--- config.mk ---
export PLATFORM = sky130hd
export DESIGN_NAME = hcif_irq_flags
export DESIGN_NICKNAME = d
export VERILOG_FILES = /design/src/hcif_pkg.sv /design/src/hcif_irq_flags.sv
export VERILOG_INCLUDE_DIRS = /design/src /design/src/src
export SDC_FILE = /design/constraint.sdc
export NUM_CORES = 1
export LEC_CHECK = 0
export ABC_AREA = 1
export BUFFER_PORTS_ARGS = -buffer_cell sky130_fd_sc_hd__buf_2
export CELL_PAD_IN_SITES_DETAIL_PLACEMENT = 1
export CELL_PAD_IN_SITES_GLOBAL_PLACEMENT = 2
export CORE_UTILIZATION = 29
export DETAILED_ROUTE_END_ITERATION = 12
export GPL_TIMING_DRIVEN = 0
export PLACE_DENSITY_LB_ADDON = 0.2
export SETUP_SLACK_MARGIN = 0.1
export SLEW_MARGIN = 5
export SYNTH_ARGS = -nofsm -noshare
export SYNTH_HDL_FRONTEND = slang
export SYNTH_SLANG_ARGS = --single-unit
--- constraint.sdc ---
create_clock -name REF_CLK_I -period 2.56 [get_ports REF_CLK_I]
set_input_delay 0 -clock REF_CLK_I [delete_from_list [all_inputs] [get_ports REF_CLK_I]]
set_output_delay 0 -clock REF_CLK_I [all_outputs]
set_load 0.05 [all_outputs]
--- src/hcif_consts.svh ---
`ifndef HCIF_CONSTS_SVH
`define HCIF_CONSTS_SVH

// ----------------------------------------------------------------------
// Command codes
// ----------------------------------------------------------------------
`define HCIF_CMD_FLAGS_RD   8'h24
`define HCIF_CMD_FLAGS_WR   8'hA4
`define HCIF_CMD_ENABLES_RD 8'h25
`define HCIF_CMD_ENABLES_WR 8'hA5

// ----------------------------------------------------------------------
// Flag and enable bit positions
// ----------------------------------------------------------------------
`define HCIF_BIT_SOF        0
`define HCIF_BIT_ISO_ZERO   1
`define HCIF_BIT_ISO_ONE    2
`define HCIF_BIT_XFER_DONE  3
`define HCIF_BIT_OPR        4
`define HCIF_BIT_SUSPENDED  5
`define HCIF_BIT_CLK_READY  6
`define HCIF_BIT_INTL       7
`define HCIF_BIT_ATL        8
`define HCIF_BIT_OTG        9

// ----------------------------------------------------------------------
// Suspend request field in the host control register
// ----------------------------------------------------------------------
`define HCIF_SUSP_REQ       2'h3

// ----------------------------------------------------------------------
// Reset values
// ----------------------------------------------------------------------
`define HCIF_FLAGS_RST      10'h000
`define HCIF_ENABLES_RST    10'h000
`define HCIF_RDATA_RST      16'h0000

`endif

--- src/hcif_pkg.sv ---
package hcif_pkg;

  // --------------------------------------------------------------------
  // Event vector, bit order matches the flag register
  // --------------------------------------------------------------------
  typedef struct packed {
    logic otg;
    logic atl;
    logic intl;
    logic clk_ready;
    logic suspended;
    logic opr;
    logic xfer_done;
    logic iso_one;
    logic iso_zero;
    logic sof;
  } hcif_events_s;

  // --------------------------------------------------------------------
  // Command port word
  // --------------------------------------------------------------------
  typedef struct packed {
    logic        valid;
    logic [7:0]  code;
    logic [15:0] data;
  } hcif_cmd_s;

  // --------------------------------------------------------------------
  // Power state
  // --------------------------------------------------------------------
  typedef enum logic [1:0] {
    HCIF_RUN  = 2'b01,
    HCIF_SUSP = 2'b10
  } hcif_pwr_e;

endpackage

--- src/hcif_irq_flags.sv ---
`timescale 1ns/1ns
`include "hcif_consts.svh"
// Contract
// - Suspended flag rises once controller enters suspend, requested by control bits 6 and 7.
// - No start-of-frame packets are issued while suspended.
// - Operational host event sets flag bit 4; driver reads cause register.
// - Transfer count zero or end-of-transfer input sets flag bit 3.
// - Last descriptor of iso buffer one done sets flag bit 2.
// - Last descriptor of iso buffer zero done sets flag bit 1.
// - Entering start-of-frame state sets flag bit 0.
// - Flag register read with code 24h, written with code A4h.
// - Enable register read with code 25h, written with code A5h.
// - Enable bits 9:0 gate flag bits 9:0 one to one.
// - Global enable input combines with per-bit enables for the interrupt output.
// - All enables cleared at power-on, so no interrupt output.
// - Writing 1 enables a flag, writing 0 masks it.
// - Enable bit 9 gates the dual-role event flag.
// - Enable bit 8 gates the async list done flag.
// - Flags stay set after read; writing 1 clears a bit.
// - Async list done flag set on done-count or time-out threshold.
// - Clock resumed flag set when internal clock runs again after suspend.
module hcif_irq_flags
  import hcif_pkg::*;
#(
  parameter int NUM_FLAGS = 10
) (
  input  wire logic         REF_CLK_I,
  input  wire logic         RST_N_I,
  input  wire hcif_cmd_s    CMD_I,
  output logic [15:0]       RD_DATA_O,
  output logic              RD_VALID_O,
  input  wire logic [1:0]   HOST_CTRL_SUSPEND_I,
  input  wire logic         GLOBAL_INT_EN_I,
  input  wire logic         SOF_TICK_I,
  output logic              SOF_SEND_O,
  output logic              SUSPENDED_O,
  input  wire logic         OPR_EVENT_I,
  input  wire logic         XFER_COUNT_ZERO_I,
  input  wire logic         END_OF_TRANSFER_I,
  input  wire logic         ISO_ZERO_DONE_I,
  input  wire logic         ISO_ONE_DONE_I,
  input  wire logic         INTL_ACK_DONE_I,
  input  wire logic         ATL_COUNT_HIT_I,
  input  wire logic         ATL_TIMEOUT_HIT_I,
  input  wire logic         OTG_EVENT_I,
  input  wire logic         CLOCK_RUNNING_I,
  output logic              INT_O
);

  // --------------------------------------------------------------------
  // Command decode
  // --------------------------------------------------------------------
  logic                 rd_flags;
  logic                 wr_flags;
  logic                 rd_en;
  logic                 wr_en;
  hcif_pwr_e            pwr_q;
  hcif_pwr_e            pwr_d;
  logic                 eot_prev_q;
  logic                 clk_run_prev_q;
  logic [NUM_FLAGS-1:0] flags_q;
  logic [NUM_FLAGS-1:0] en_q;
  hcif_events_s         ev;
  logic                 susp_req;

  localparam logic [NUM_FLAGS-1:0] FLAGS_RST = `HCIF_FLAGS_RST;

  assign rd_flags = CMD_I.valid && (CMD_I.code == `HCIF_CMD_FLAGS_RD);
  assign wr_flags = CMD_I.valid && (CMD_I.code == `HCIF_CMD_FLAGS_WR);
  assign rd_en    = CMD_I.valid && (CMD_I.code == `HCIF_CMD_ENABLES_RD);
  assign wr_en    = CMD_I.valid && (CMD_I.code == `HCIF_CMD_ENABLES_WR);

  // --------------------------------------------------------------------
  // Suspend state
  // --------------------------------------------------------------------
  assign susp_req = (HOST_CTRL_SUSPEND_I == `HCIF_SUSP_REQ);

  always_comb begin
    case (pwr_q)
      HCIF_RUN:  pwr_d = susp_req ? HCIF_SUSP : HCIF_RUN;
      HCIF_SUSP: pwr_d = susp_req ? HCIF_SUSP : HCIF_RUN;
      default:   pwr_d = HCIF_RUN;
    endcase
  end

  always_ff @(posedge REF_CLK_I or negedge RST_N_I) begin
    if (!RST_N_I) begin
      pwr_q <= HCIF_RUN;
    end else begin
      pwr_q <= pwr_d;
    end
  end

  assign SUSPENDED_O = (pwr_q == HCIF_SUSP);

  always_ff @(posedge REF_CLK_I or negedge RST_N_I) begin
    if (!RST_N_I) begin
      SOF_SEND_O <= 1'b0;
    end else begin
      SOF_SEND_O <= SOF_TICK_I && (pwr_q == HCIF_RUN);
    end
  end

  // --------------------------------------------------------------------
  // Edge detectors for level inputs
  // --------------------------------------------------------------------
  always_ff @(posedge REF_CLK_I or negedge RST_N_I) begin
    if (!RST_N_I) begin
      eot_prev_q     <= 1'b0;
      // Clock taken as running out of reset, no false resume edge
      clk_run_prev_q <= 1'b1;
    end else begin
      eot_prev_q     <= END_OF_TRANSFER_I;
      clk_run_prev_q <= CLOCK_RUNNING_I;
    end
  end

  // --------------------------------------------------------------------
  // Event sources
  // --------------------------------------------------------------------
  always_comb begin
    ev.sof       = SOF_TICK_I && (pwr_q == HCIF_RUN);
    ev.iso_zero  = ISO_ZERO_DONE_I;
    ev.iso_one   = ISO_ONE_DONE_I;
    ev.xfer_done = XFER_COUNT_ZERO_I || (END_OF_TRANSFER_I && !eot_prev_q);
    ev.opr       = OPR_EVENT_I;
    ev.suspended = (pwr_q == HCIF_RUN) && susp_req;
    ev.clk_ready = CLOCK_RUNNING_I && !clk_run_prev_q;
    ev.intl      = INTL_ACK_DONE_I;
    ev.atl       = ATL_COUNT_HIT_I || ATL_TIMEOUT_HIT_I;
    ev.otg       = OTG_EVENT_I;
  end

  // --------------------------------------------------------------------
  // Sticky flags
  // --------------------------------------------------------------------
  genvar gi;
  generate
    for (gi = 0; gi < NUM_FLAGS; gi++) begin : g_flag
      always_ff @(posedge REF_CLK_I or negedge RST_N_I) begin
        if (!RST_N_I) begin
          flags_q[gi] <= FLAGS_RST[gi];
        end else if (ev[gi]) begin
          flags_q[gi] <= 1'b1;
        end else if (wr_flags && CMD_I.data[gi]) begin
          flags_q[gi] <= 1'b0;
        end
      end
    end
  endgenerate

  // --------------------------------------------------------------------
  // Enables
  // --------------------------------------------------------------------
  // cleared at power-on, write sets or masks
  always_ff @(posedge REF_CLK_I or negedge RST_N_I) begin
    if (!RST_N_I) begin
      en_q <= `HCIF_ENABLES_RST;
    end else if (wr_en) begin
      en_q <= CMD_I.data[NUM_FLAGS-1:0];
    end
  end

  // --------------------------------------------------------------------
  // Read data
  // --------------------------------------------------------------------
  always_ff @(posedge REF_CLK_I or negedge RST_N_I) begin
    if (!RST_N_I) begin
      RD_DATA_O  <= `HCIF_RDATA_RST;
      RD_VALID_O <= 1'b0;
    end else begin
      RD_VALID_O <= rd_flags || rd_en;
      if (rd_flags) begin
        RD_DATA_O <= {{(16-NUM_FLAGS){1'b0}}, flags_q};
      end else if (rd_en) begin
        RD_DATA_O <= {{(16-NUM_FLAGS){1'b0}}, en_q};
      end
    end
  end

  // --------------------------------------------------------------------
  // Interrupt output
  // --------------------------------------------------------------------
  // per-bit gating, OR of gated bits, global enable, registered output
  always_ff @(posedge REF_CLK_I or negedge RST_N_I) begin
    if (!RST_N_I) begin
      INT_O <= 1'b0;
    end else begin
      INT_O <= GLOBAL_INT_EN_I && |(flags_q & en_q);
    end
  end
endmodule

* Word level (Yosys, flattened, before mapping) *
Cells that the tools add are included.

storage, ports and cells
  register bits = 43
  output and inout bits = 20

operators by class
  equality and inequality tests = 7
  multiplexer cells = 24
  bitwise logic cells = 1
  reductions and logical operators = 37

operators with widths
  operator            number
  $mux 16             2
  $reduce_bool 2->1   11
  $mux 1              20
  $logic_and 1x1->1   19
  $eq 8x6->1 const B  2
  $eq 8x8->1 const B  2
  $and 10x10->10      1
  $reduce_or 10->1    1
  $eq 2x2->1 const B  2
  $mux 2              2
  $logic_or 1x1->1    3
  $eq 2x1->1 const B  1
  $logic_not 1->1     2
  $reduce_or 2->1     1

* Logic depth before layout (Yosys ltp) *
Gate-level depths: netlist of the first run.

  word-level depth = 5
  gate-level depth with buffers = 9
  mapped depth without buffers = 8

* Least setup slack after synthesis of the first run *
OpenSTA, ideal clock, no wires.

  path type = flip-flop to flip-flop
  from = register pwr_q[0]
  to = register pwr_q[0]
  library setup time = 77 ps
  arrival = 971 ps
  required time = 2,483 ps
  path slack = 1,512 ps
  stages on the path, launching flop included = 5
  buffers on the path = 0
  period minus slack after synthesis = 1,048 ps
  path through = dfstp_2 -> inv_1 -> ha_1 -> nor2_1 -> inv_1

between the ends
  word-level cells in the longest chain between the ends = 3
  elaborated cells between the ends (all ways) = 4

RTL lines
  element                                   RTL line              source
  start, declared                           hcif_irq_flags.sv:57  hcif_pwr_e pwr_q;
  start signal, assigned                    hcif_irq_flags.sv:90  pwr_q <= pwr_d;
  $eq 2x2->1 or $eq 2x1->1 (tied branches)  hcif_irq_flags.sv:79  case (pwr_q)
  $reduce_or 2->1 (no line) *               -
  $mux 2 *                                  -
  net pwr_d[0]                              hcif_irq_flags.sv:58  hcif_pwr_e pwr_d;

The timed path passes the listed nets; every way through them passes the cells marked *.
A chain may end at the register's enable or synchronous reset.

* Worst setup path after layout of the first run *
  from = input ATL_TIMEOUT_HIT_I
  to = register flags_q[8]

between the ends
  word-level cells in the longest chain between the ends = 2
  elaborated cells between the ends (all ways) = 3

RTL lines
  element                                      RTL line               source
  start, declared                              hcif_irq_flags.sv:44   input wire logic ATL_TIMEOUT_HIT_I,
  $logic_or 1x1->1 *                           hcif_irq_flags.sv:130  ev.atl = ATL_COUNT_HIT_I || ATL_TIMEOUT_HIT_I;
  $mux 1 or $reduce_bool 2->1 (tied branches)  -
  end signal, assigned by index                hcif_irq_flags.sv:142  flags_q[gi] <= FLAGS_RST[gi];
  end, declared                                hcif_irq_flags.sv:61   logic [NUM_FLAGS-1:0] flags_q;

Mark *: on every way between the ends. The rest lies on a longest branch, timed or not.

==> metrics.txt, run 1 <==
asr flop ratio synth 100.0%; synthesized cell area 1869 sq um; met2 global-route usage 25.79%; Yosys top cell by area dfrtp_1; top-level I/O count 61; relative slew slack 45.24%; GPL Wtd Cong 0.7200; period utilisation layout 66.65%; data arrival time of the critical path 1.89 ns; Yosys reg bits 37; WP data required 2.74 ns; setup violators final 0; Critical R2R Launch eot_prev_q$_DFF_PN0_; Reg clk slew, reported paths 0.08 ns; post-synthesis compound-gate area fraction 4.016%; GR peak layer met2; area of the core 6061 sq um; max cap viols 0; Fmax 586.1 MHz; most instantiated cells after synthesis 105 x nand2_1, 50 x inv_1, 35 x dfrtp_1; site row count 28; count of different cell masters after synthesis 19; final hold vios 0; Synth area leaders dfrtp_1 47%, nand2_1 21%, inv_1 10%, nand3_1 3.7%, buf_4 3.6%; HP Start CMD_I[17]; vias per cell 3.998; Pleak 1.553 nW; die height 82.29 microns; post-synthesis adder-cell area fraction 1.339%; number of buffers created by CTS 5; status finished, final reports clean; CTS root buffer clkbuf_8; first-pass GRT wire length 8010 microns; Routed Antenna Nets 0; Slew Limit Fails 0; Layout Cells excl Fill 420; syn_area_per_cell 7.447 sq um; post-synthesis mux area share 0%; Final WS setup 0.8538 ns; # diodes 0; Cell Pwr Density 509.4 nW/um^2; PostCTS Resize Cnt 0; worst skew pair latency 0.30 ns; DRT Wirelength 4533 microns; main combinational cell family by area after synthesis simple AND/OR/NAND/NOR gates; initial antenna violation count 0; Final Critical Period 1.706 ns; Port Buffers 48; CTS tree built; die span in x 82.29 microns; HPWL after DPL 3278 microns; RSZ-0062 raised after global routing no; NumNets Final 387; Avg WL per Cell 10.79 microns; Setup TNS 0 ns; WS Path Type in -> reg; Total GRT Usage 15.96%; grt met1 use 20.71%; Max Buffers Root-to-Sink 2; Vias 1679; Worst VDD drop 0.2678 mV; CP max FO 1; clk sink count 37; final clock skew 0.009127 ns; Iteration-0 DRC Markers 28; sequential fraction of the synthesis area 49.67%; CP Capture Type register; cell with the most instances after synthesis nand2_1; Initial Util 30.84%; layout cells sized above 1 22.32%; met3 Use GR 3.736%; synth-to-layout area growth 41.43%; Placed Cells 379; Setup WS pre-CTS 1.454 ns; die area 6771 sq um; EDFF count, synth 0; Synth Warn # 0; worst hold path class in -> reg; Yosys top cell area share 46.85%; Synth Flop Type dfrtp_1; vias in the first global route 1745; actual slew at the worst max-slew pin 0.8214 ns; Critical Path Source Type input pin; GRT overflow 0; drt first pass iters 4; Synth Area in Simple Gates 30.05%; Post-CTS Setup Inserts 0; drt drc 0; XOR/XNOR Fraction of Synth Area 0%; Worst Setup SP ATL_TIMEOUT_HIT_I; largest net degree at the start of global routing 38; Post-Synthesis Cells 251; htree depth 2
-- timing repair --
item                       CTS  global route
hold endpoints to repair    61             0
hold buffers                33             0
setup endpoints to repair    0             0
-- area by class of cell --
cell class / instances / area [sq um]
inverter: 51 / 191.4
timing repair buffer: 81 / 570.5
tap: 75 / 93.84
multi-input combinational: 157 / 684.4
fill: 776 / 3417
sequential: 37 / 928.4
buffer: 11 / 83.83
clock inverter: 3 / 22.52
clock buffer: 5 / 68.82
-- power breakdown --
group	internal, mW	total, mW	switching [mW]
clock network	0.193	0.416	0.223
logic	0.0981	0.288	0.190
registers	0.626	0.643	0.0171
-- cells by family (layout without fill, tap and decap cells) --
group / after synthesis / after routing
simple gates: 134 / 134
buf+inv: 62 / 151
flops: 37 / 37
compound gates: 15 / 15
fa+ha+maj: 2 / 2
other cells: 1 / 6
-- layout by cell type, fill, tap and decap left out --
cell | Yosys | final
clkinv_2 | 0 | 1
ha_1 | 2 | 2
buf_2 | 1 | 49
inv_2 | 1 | 1
dfstp_2 | 2 | 2
dlygate4sd3_1 | 0 | 33
o21ai_0 | 4 | 4
a21oi_1 | 1 | 1
o21ai_1 | 10 | 10
nand2_1 | 105 | 105
inv_1 | 50 | 50
clkinv_4 | 0 | 2
nor2_1 | 7 | 7
nor2_4 | 4 | 4
conb_1 | 1 | 6
nand3b_1 | 1 | 1
clkbuf_8 | 0 | 5
nand2_2 | 1 | 1
nor2_2 | 2 | 2
buf_6 | 1 | 1
dfrtp_1 | 35 | 35
nand3_1 | 14 | 14
buf_4 | 9 | 9
-- critical path, stage by stage --
cell and delay, ns:
dlygate4sd3_1 0.54, buf_2 0.12, nor2_1 0.09, dlygate4sd3_1 0.54, nand2_1 0.05, dlygate4sd3_1 0.55
-- flip-flops by register name, indices dropped and copies added, names as in the netlist --
name / count
INT_O: 1
RD_DATA_O: 10
RD_VALID_O: 1
SOF_SEND_O: 1
clk_run_prev_q: 1
en_q: 10
eot_prev_q: 1
flags_q: 10
pwr_q: 2
-- metal layers --
layer  vias to the layer above  wire [microns]
met2                        38            2100
met4                         0              67
met5                         -               0
met3                         6             191
li1                        906               -
met1                       729            2174
-- path summary, 6_finish.rpt --
path | endpoint | slack [ns] | cells past startpoint
setup / recovery | flags_q[8]$_DFFE_PN0P_ | 0.85 | 6
hold / removal | RD_VALID_O$_DFF_PN0_ | 0.14 | 5
setup reg to reg | flags_q[3]$_DFFE_PN0P_ | 1.33 | 4
hold reg to reg | RD_DATA_O[9]$_DFFE_PN0P_ | 0.48 | 2
max in group asynchronous | en_q[2]$_DFFE_PN0P_ | 1.70 | 2
min in group asynchronous | en_q[7]$_DFFE_PN0P_ | 0.34 | 2
-- through the flow --
| stage | hold slack (ns) | area [sq um] | utilization (%) | power (mW) |
|---|---|---|---|---|
| 2_1_floorplan | -0.2956 | 1888 | - | 0.8301 |
| 3_3_place_gp | 0.1169 | 2222 | 36.66 | 0.9100 |
| 3_5_place_dp | 0.1173 | 2222 | 36.66 | 0.9158 |
| 4_1_cts | 0.1340 | 2644 | 43.62 | 1.372 |
| 5_1_grt | 0.1534 | 2644 | 43.62 | 1.419 |
| 6_report | 0.1381 | 2644 | 43.62 | 1.347 |
Note: power is estimated with default switching activity, not from simulation.
==> run 2, diff against run 1 <==
Settings changed: CORE_UTILIZATION 29 to 27.
Clock period 2.56 ns to 1.7 ns, I/O delays scaled along.
==> run 2 against run 1 <==
  * Combinational power is 50% higher
  * Clock skew is 0.00063 ns lower
  * Highest routed layer unchanged
  * Critical path type is now reg -> out
  * Sequential power is 50% higher
  * Worst setup slack worse by 0.42 ns
  * Clock-buffer cell count is 1 higher
  * Routed wire length is 1.4% lower
  * Sequential share of layout area is 0.17 points lower
  * Critical path depth is 3 lower
  * Core utilization is 3.0 points lower
  * Die area is 7.2% higher
  * Register-to-register slack worse by 0.85 ns
==> metrics.txt, run 2 (synthesized netlist as in run 1, its figures left out) <==
status finished, final reports clean (unchanged); Crit path max-delay family flip-flops (was buffers and inverters); Vias 1672 (was 1679); Setup WS pre-CTS 0.5911 ns (was 1.454 ns); die height 85.21 microns (was 82.29 microns); Internal 1.530 mW (was 0.9167 mW); final hold vios 0 (unchanged); die span in x 85.21 microns (was 82.29 microns); data arrival time of the critical path 1.26 ns (was 1.89 ns); Cell Pwr Density 818.4 nW/um^2 (was 509.4 nW/um^2); first-pass GRT wire length 8114 microns (was 8010 microns); P_sw 0.6438 mW (was 0.4301 mW); vias per cell 3.971 (was 3.998); HPWL after DPL 3288 microns (was 3278 microns); Max Buffers Root-to-Sink 2 (unchanged); Critical R2R Launch flags_q[4]$_DFFE_PN0P_ (was eot_prev_q$_DFF_PN0_); initial antenna violation count 0 (unchanged); vias in the first global route 1769 (was 1745); Design Power 2.174 mW (was 1.347 mW); drt drc 0 (unchanged); HP Start CMD_I[17] (unchanged); PostCTS Resize Cnt 0 (unchanged); Worst VDD drop 0.4342 mV (was 0.2678 mV); die area 7260 sq um (was 6771 sq um); WP data required 1.70 ns (was 2.74 ns); most frequent cells in the layout 105 x nand2_1, 50 x inv_1, 49 x buf_2 (unchanged); site row count 29 (was 28); CP Capture Type output port (was register); WS Path Type reg -> out (was in -> reg); buffers plus inverters on the worst setup path 2 (was 4); number of buffers created by CTS 5 (unchanged); Routed Antenna Nets 0 (unchanged); commonest non-fill, non-tap cell in the layout nand2_1 (unchanged); actual slew at the worst max-slew pin 0.8468 ns (was 0.8214 ns); Critical Path Source Type register (was input pin); Slew Limit Fails 0 (unchanged); Port Buffers 48 (unchanged); Reg clk slew, reported paths 0.08 ns (about the same); Final Critical Period 1.265 ns; largest net degree at the start of global routing 38 (unchanged); Initial Util 28.62% (was 30.84%); Post-CTS Setup Inserts 0 (unchanged); period utilisation layout 74.41%; hold_buf cts 32 (was 33); drt first pass iters 4 (unchanged); # diodes 0 (unchanged); setup violators final 0 (unchanged); Iteration-0 DRC Markers 34 (was 28); final clock skew 0.008500 ns (was 0.009127 ns); CTS tree built (unchanged); worst hold path class in -> reg (unchanged); Worst Setup SP pwr_q[0]$_DFF_PN1_ (was ATL_TIMEOUT_HIT_I); Setup TNS 0 ns (unchanged); Avg WL per Cell 10.62 microns (was 10.79 microns); Crit-path slowest cell dfstp_2 (was dlygate4sd3_1); switching share of power 29.61% (was 31.93%); top-level I/O count 61 (unchanged); CP max FO 2 (was 1); Final WS setup 0.4350 ns (was 0.8538 ns); clk sink count 37 (unchanged); register share of total power 44.5% (was 47.7%); worst skew pair latency 0.29 ns (was 0.30 ns); crit-path cells inv_1 -> ha_1 -> buf_2 (was dlygate4sd3_1 -> buf_2 -> nor2_1 -> dlygate4sd3_1 -> nand2_1 -> dlygate4sd3_1); area of the core 6531 sq um (was 6061 sq um); Placed Cells 381 (was 379); synth-to-layout area growth 42.10% (was 41.43%); RSZ-0062 raised after global routing no (unchanged); combinational share of power 19.9% (was 21.4%); GRT overflow 0 (unchanged); DRT Wirelength 4470 microns (was 4533 microns); GPL Wtd Cong 0.6872 (was 0.7200); layout cells sized above 1 22.09% (was 22.32%); largest registers RD_DATA_O: 10 flops, en_q: 10 flops, flags_q: 10 flops (unchanged); relative slew slack 43.55% (was 45.24%); CTS root buffer clkbuf_8 (unchanged); worst hold slack 0.1334 ns (was 0.1381 ns); Worst path max stage delay 0.54 ns (was 0.55 ns); max cap viols 0 (unchanged); Total GRT Usage 14.34% (was 15.96%); Clock power frac 35.6% (was 30.9%); Fmax 790.5 MHz; NumNets Final 386 (was 387); htree depth 2 (unchanged); Pleak 1.559 nW (was 1.553 nW); Layout Cells excl Fill 421 (was 420)
[run 2: cell types whose count changed in the layout (fill, tap and decap cells not counted), sizes merged]
cell	change
clkinv	-2
bufinv	+1
clkbuf	+1
dlygate4sd3	-1
[run 2: power groups by stage]
stage                     registers [mW]  clock network, mW  logic, mW
after floorplan                     1.11                  0      0.141
after global placement             0.982                  0      0.388
after detailed placement           0.986                  0      0.392
after CTS                          0.968              0.805      0.439
after global routing               0.975              0.845      0.475
final                              0.967              0.773      0.433
[run 2: worst reg2reg max path: cells and delay by family (launching register included)]
family        cells  cell delay (ns)
buf+inv           1             0.56
flops             1             0.41
simple gates      2             0.13
[run 2: path summary, 6_finish.rpt]
kind | depth (start not counted) | endpoint | slack, ns
max | 3 | SUSPENDED_O | 0.44
min | 5 | RD_VALID_O$_DFF_PN0_ | 0.13
max reg2reg | 3 | flags_q[4]$_DFFE_PN0P_ | 0.48
min reg2reg | 2 | RD_DATA_O[6]$_DFFE_PN0P_ | 0.48
max in group asynchronous | 2 | flags_q[3]$_DFFE_PN0P_ | 0.82
min in group asynchronous | 2 | RD_DATA_O[6]$_DFFE_PN0P_ | 0.34
[run 2: cell type report]
| cell class | instances | area (sq um) |
|---|---|---|
| inverter | 51 | 191.4 |
| clock inverter | 2 | 38.79 |
| buffer | 11 | 83.83 |
| clock buffer | 6 | 72.57 |
| fill | 841 | 3875 |
| timing repair buffer | 80 | 560.5 |
| sequential | 37 | 928.4 |
| multi-input combinational | 157 | 684.4 |
| tap | 77 | 96.34 |
[run 2: per-stage QoR]
stage          util (%)  area [sq um]
5_1_grt           40.67          2656
3_5_place_dp      34.06          2225
2_1_floorplan         -          1888
6_report          40.67          2656
3_3_place_gp      34.06          2225
4_1_cts           40.67          2656
[run 2: metal layers]
metal  part of all wire, %  track usage (%)
met4                   1.3            4.622
met1                    50            18.90
met2                    44            22.87
met5                     0                0
met3                   4.4            3.891
==> run 3, diff against run 2 <==
Clock period 1.7 ns to 1.3 ns, I/O delays scaled along.
==> run 3 against run 2 <==
  * Routed wire length decreased by 0.69%
  * Flip-flop and latch count did not move
  * Clock power up 31%
  * Via count decreased by 0.66%
  * Critical path depth is the same
  * Global-route usage down 0.18 points
==> metrics.txt, run 3 (synthesized netlist as in run 1, its figures left out) <==
site row count 29 (unchanged); number of buffers created by CTS 5 (unchanged); Worst path max stage delay 0.54 ns (about the same); Crit path max-delay family flip-flops (unchanged); Cell Pwr Density 1087 nW/um^2 (was 818.4 nW/um^2); # diodes 0 (unchanged); Total GRT Usage 14.16% (was 14.34%); area of the core 6531 sq um (unchanged); drt drc 0 (unchanged); WHS Path Cells 5 (unchanged); status finished, final reports clean (unchanged); Initial Util 28.62% (unchanged); Vias 1661 (was 1672); Avg WL per Cell 10.67 microns (was 10.62 microns); first-pass GRT wire length 7976 microns (was 8114 microns); vias in the first global route 1735 (was 1769); actual slew at the worst max-slew pin 0.8393 ns (was 0.8468 ns); CP Depth 3 (unchanged); die height 85.21 microns (unchanged); Final Critical Period 1.174 ns; Iteration-0 DRC Markers 27 (was 34); CTS root buffer clkbuf_8 (unchanged); Final WS setup 0.1257 ns (was 0.4350 ns); Layout Cells excl Fill 416 (was 421); HP Start CMD_I[17] (unchanged); initial antenna violation count 0 (unchanged); DRT Wirelength 4439 microns (was 4470 microns); GRT overflow 0 (unchanged); max cap viols 0 (unchanged); Hold EP RD_VALID_O$_DFF_PN0_ (unchanged); GPL Wtd Cong 0.6872 (unchanged); buffers plus inverters on the worst setup path 2 (unchanged); reg-to-reg slack, setup 0.27 ns (was 0.48 ns); commonest non-fill, non-tap cell in the layout nand2_1 (unchanged); top-level I/O count 61 (unchanged); clk sink count 37 (unchanged); WS Path Type reg -> out (unchanged); htree depth 2 (unchanged); Fmax 851.5 MHz; Slew Limit Fails 0 (unchanged); Setup TNS 0 ns (unchanged); Design Power 2.857 mW (was 2.174 mW); fin util 40.25% (was 40.67%); drt first pass iters 4 (unchanged); largest registers RD_DATA_O: 10 flops, en_q: 10 flops, flags_q: 10 flops (unchanged); final clock skew 0.007717 ns (was 0.008500 ns); Routed Antenna Nets 0 (unchanged); relative slew slack 44.05% (was 43.55%); Reg-to-Reg End flags_q[5]$_DFFE_PN0P_ (was flags_q[4]$_DFFE_PN0P_); largest net degree at the start of global routing 38 (unchanged); vias per cell 3.993 (was 3.971); most frequent cells in the layout 105 x nand2_1, 49 x inv_1, 48 x buf_2 (was 105 x nand2_1, 50 x inv_1, 49 x buf_2); Critical Path Source Type register (unchanged); Setup WS pre-CTS 0.1911 ns (was 0.5911 ns); Reg clk slew, reported paths 0.08 ns (about the same); period utilisation layout 90.33%; NumNets Final 381 (was 386); Port Buffers 48 (unchanged); setup violators final 0 (unchanged); RSZ-0062 raised after global routing yes (was no); worst hold path class in -> reg (unchanged); data arrival time of the critical path 1.17 ns (was 1.26 ns); CP Capture Type output port (unchanged); worst skew pair latency 0.29 ns (about the same); Worst VDD drop 0.5686 mV (was 0.4342 mV); layout cells sized above 1 23.60% (was 22.09%); CP max FO 2 (unchanged); CTS tree built (unchanged); die area 7260 sq um (unchanged); crit-path cells inv_2 -> ha_4 -> buf_8 (was inv_1 -> ha_1 -> buf_2); Crit-path slowest cell dfstp_2 (unchanged); final hold vios 0 (unchanged); die span in x 85.21 microns (unchanged); Pleak 1.553 nW (was 1.559 nW); WP data required 1.30 ns (was 1.70 ns); Critical R2R Launch pwr_q[0]$_DFF_PN1_ (was flags_q[4]$_DFFE_PN0P_); synth-to-layout area growth 40.63% (was 42.10%); Placed Cells 381 (unchanged); HPWL after DPL 3288 microns (unchanged); cell count of the worst reg-to-reg path 4 (was 3); Max Buffers Root-to-Sink 2 (unchanged)
[run 3: final cells by class]
type	instances	area [sq um]
fill	837	3902
sequential	37	928.4
multi-input combinational	157	699.4
timing repair buffer	75	518.0
inverter	51	191.4
tap	77	96.34
buffer	11	83.83
clock buffer	6	72.57
clock inverter	2	38.79
[run 3: worst reg2reg max path, cell delays in order, from the launching register on]
cell and delay [ns]:
dfstp_2 0.54, buf_4 0.10, ha_1 0.16, nand3_1 0.10, nand2_1 0.07
[run 3: through the flow]
step                      hold slack, ns  area, sq um
after floorplan                  -0.2956         1888
final                             0.1342         2629
after global routing              0.1754         2629
after CTS                         0.1335         2626
after global placement            0.1168         2225
after detailed placement          0.1178         2225
[run 3: metal layers]
layer / up-vias / share of wire (%) / global-route usage (%)
li1: 890 / - / -
met2: 35 / 44 / 22.58
met1: 730 / 50 / 18.60
met4: 0 / 1.3 / 4.622
met5: - / 0 / 0
met3: 6 / 4.8 / 3.891
[run 3: worst max-delay path by stage]
stage / startpoint / end / slack [ns]
floorplan: pwr_q[0]$_DFF_PN1_ / pwr_q[0]$_DFF_PN1_ / 0.25
global placement: pwr_q[0]$_DFF_PN1_ / pwr_q[0]$_DFF_PN1_ / 0.23
detailed placement: pwr_q[0]$_DFF_PN1_ / pwr_q[0]$_DFF_PN1_ / 0.19
CTS: pwr_q[0]$_DFF_PN1_ / SUSPENDED_O / 0.12
global route: pwr_q[0]$_DFF_PN1_ / SUSPENDED_O / 0.08
finish: pwr_q[0]$_DFF_PN1_ / SUSPENDED_O / 0.13
[run 3: repair_timing]
action                                 4_1_cts  5_1_grt
endpoints found under the hold margin       61        0
setup endpoints to repair                    1        2
hold buffers                                26        0
buffers inserted                             1        0
resized for setup                            6        1
[run 3: power breakdown]
| group | leakage (nW) | switching [mW] | internal (mW) | total (mW) |
|---|---|---|---|---|
| logic | 1.10 | 0.377 | 0.201 | 0.578 |
| clock network | 0.0554 | 0.436 | 0.576 | 1.01 |
| registers | 0.398 | 0.0345 | 1.23 | 1.27 |
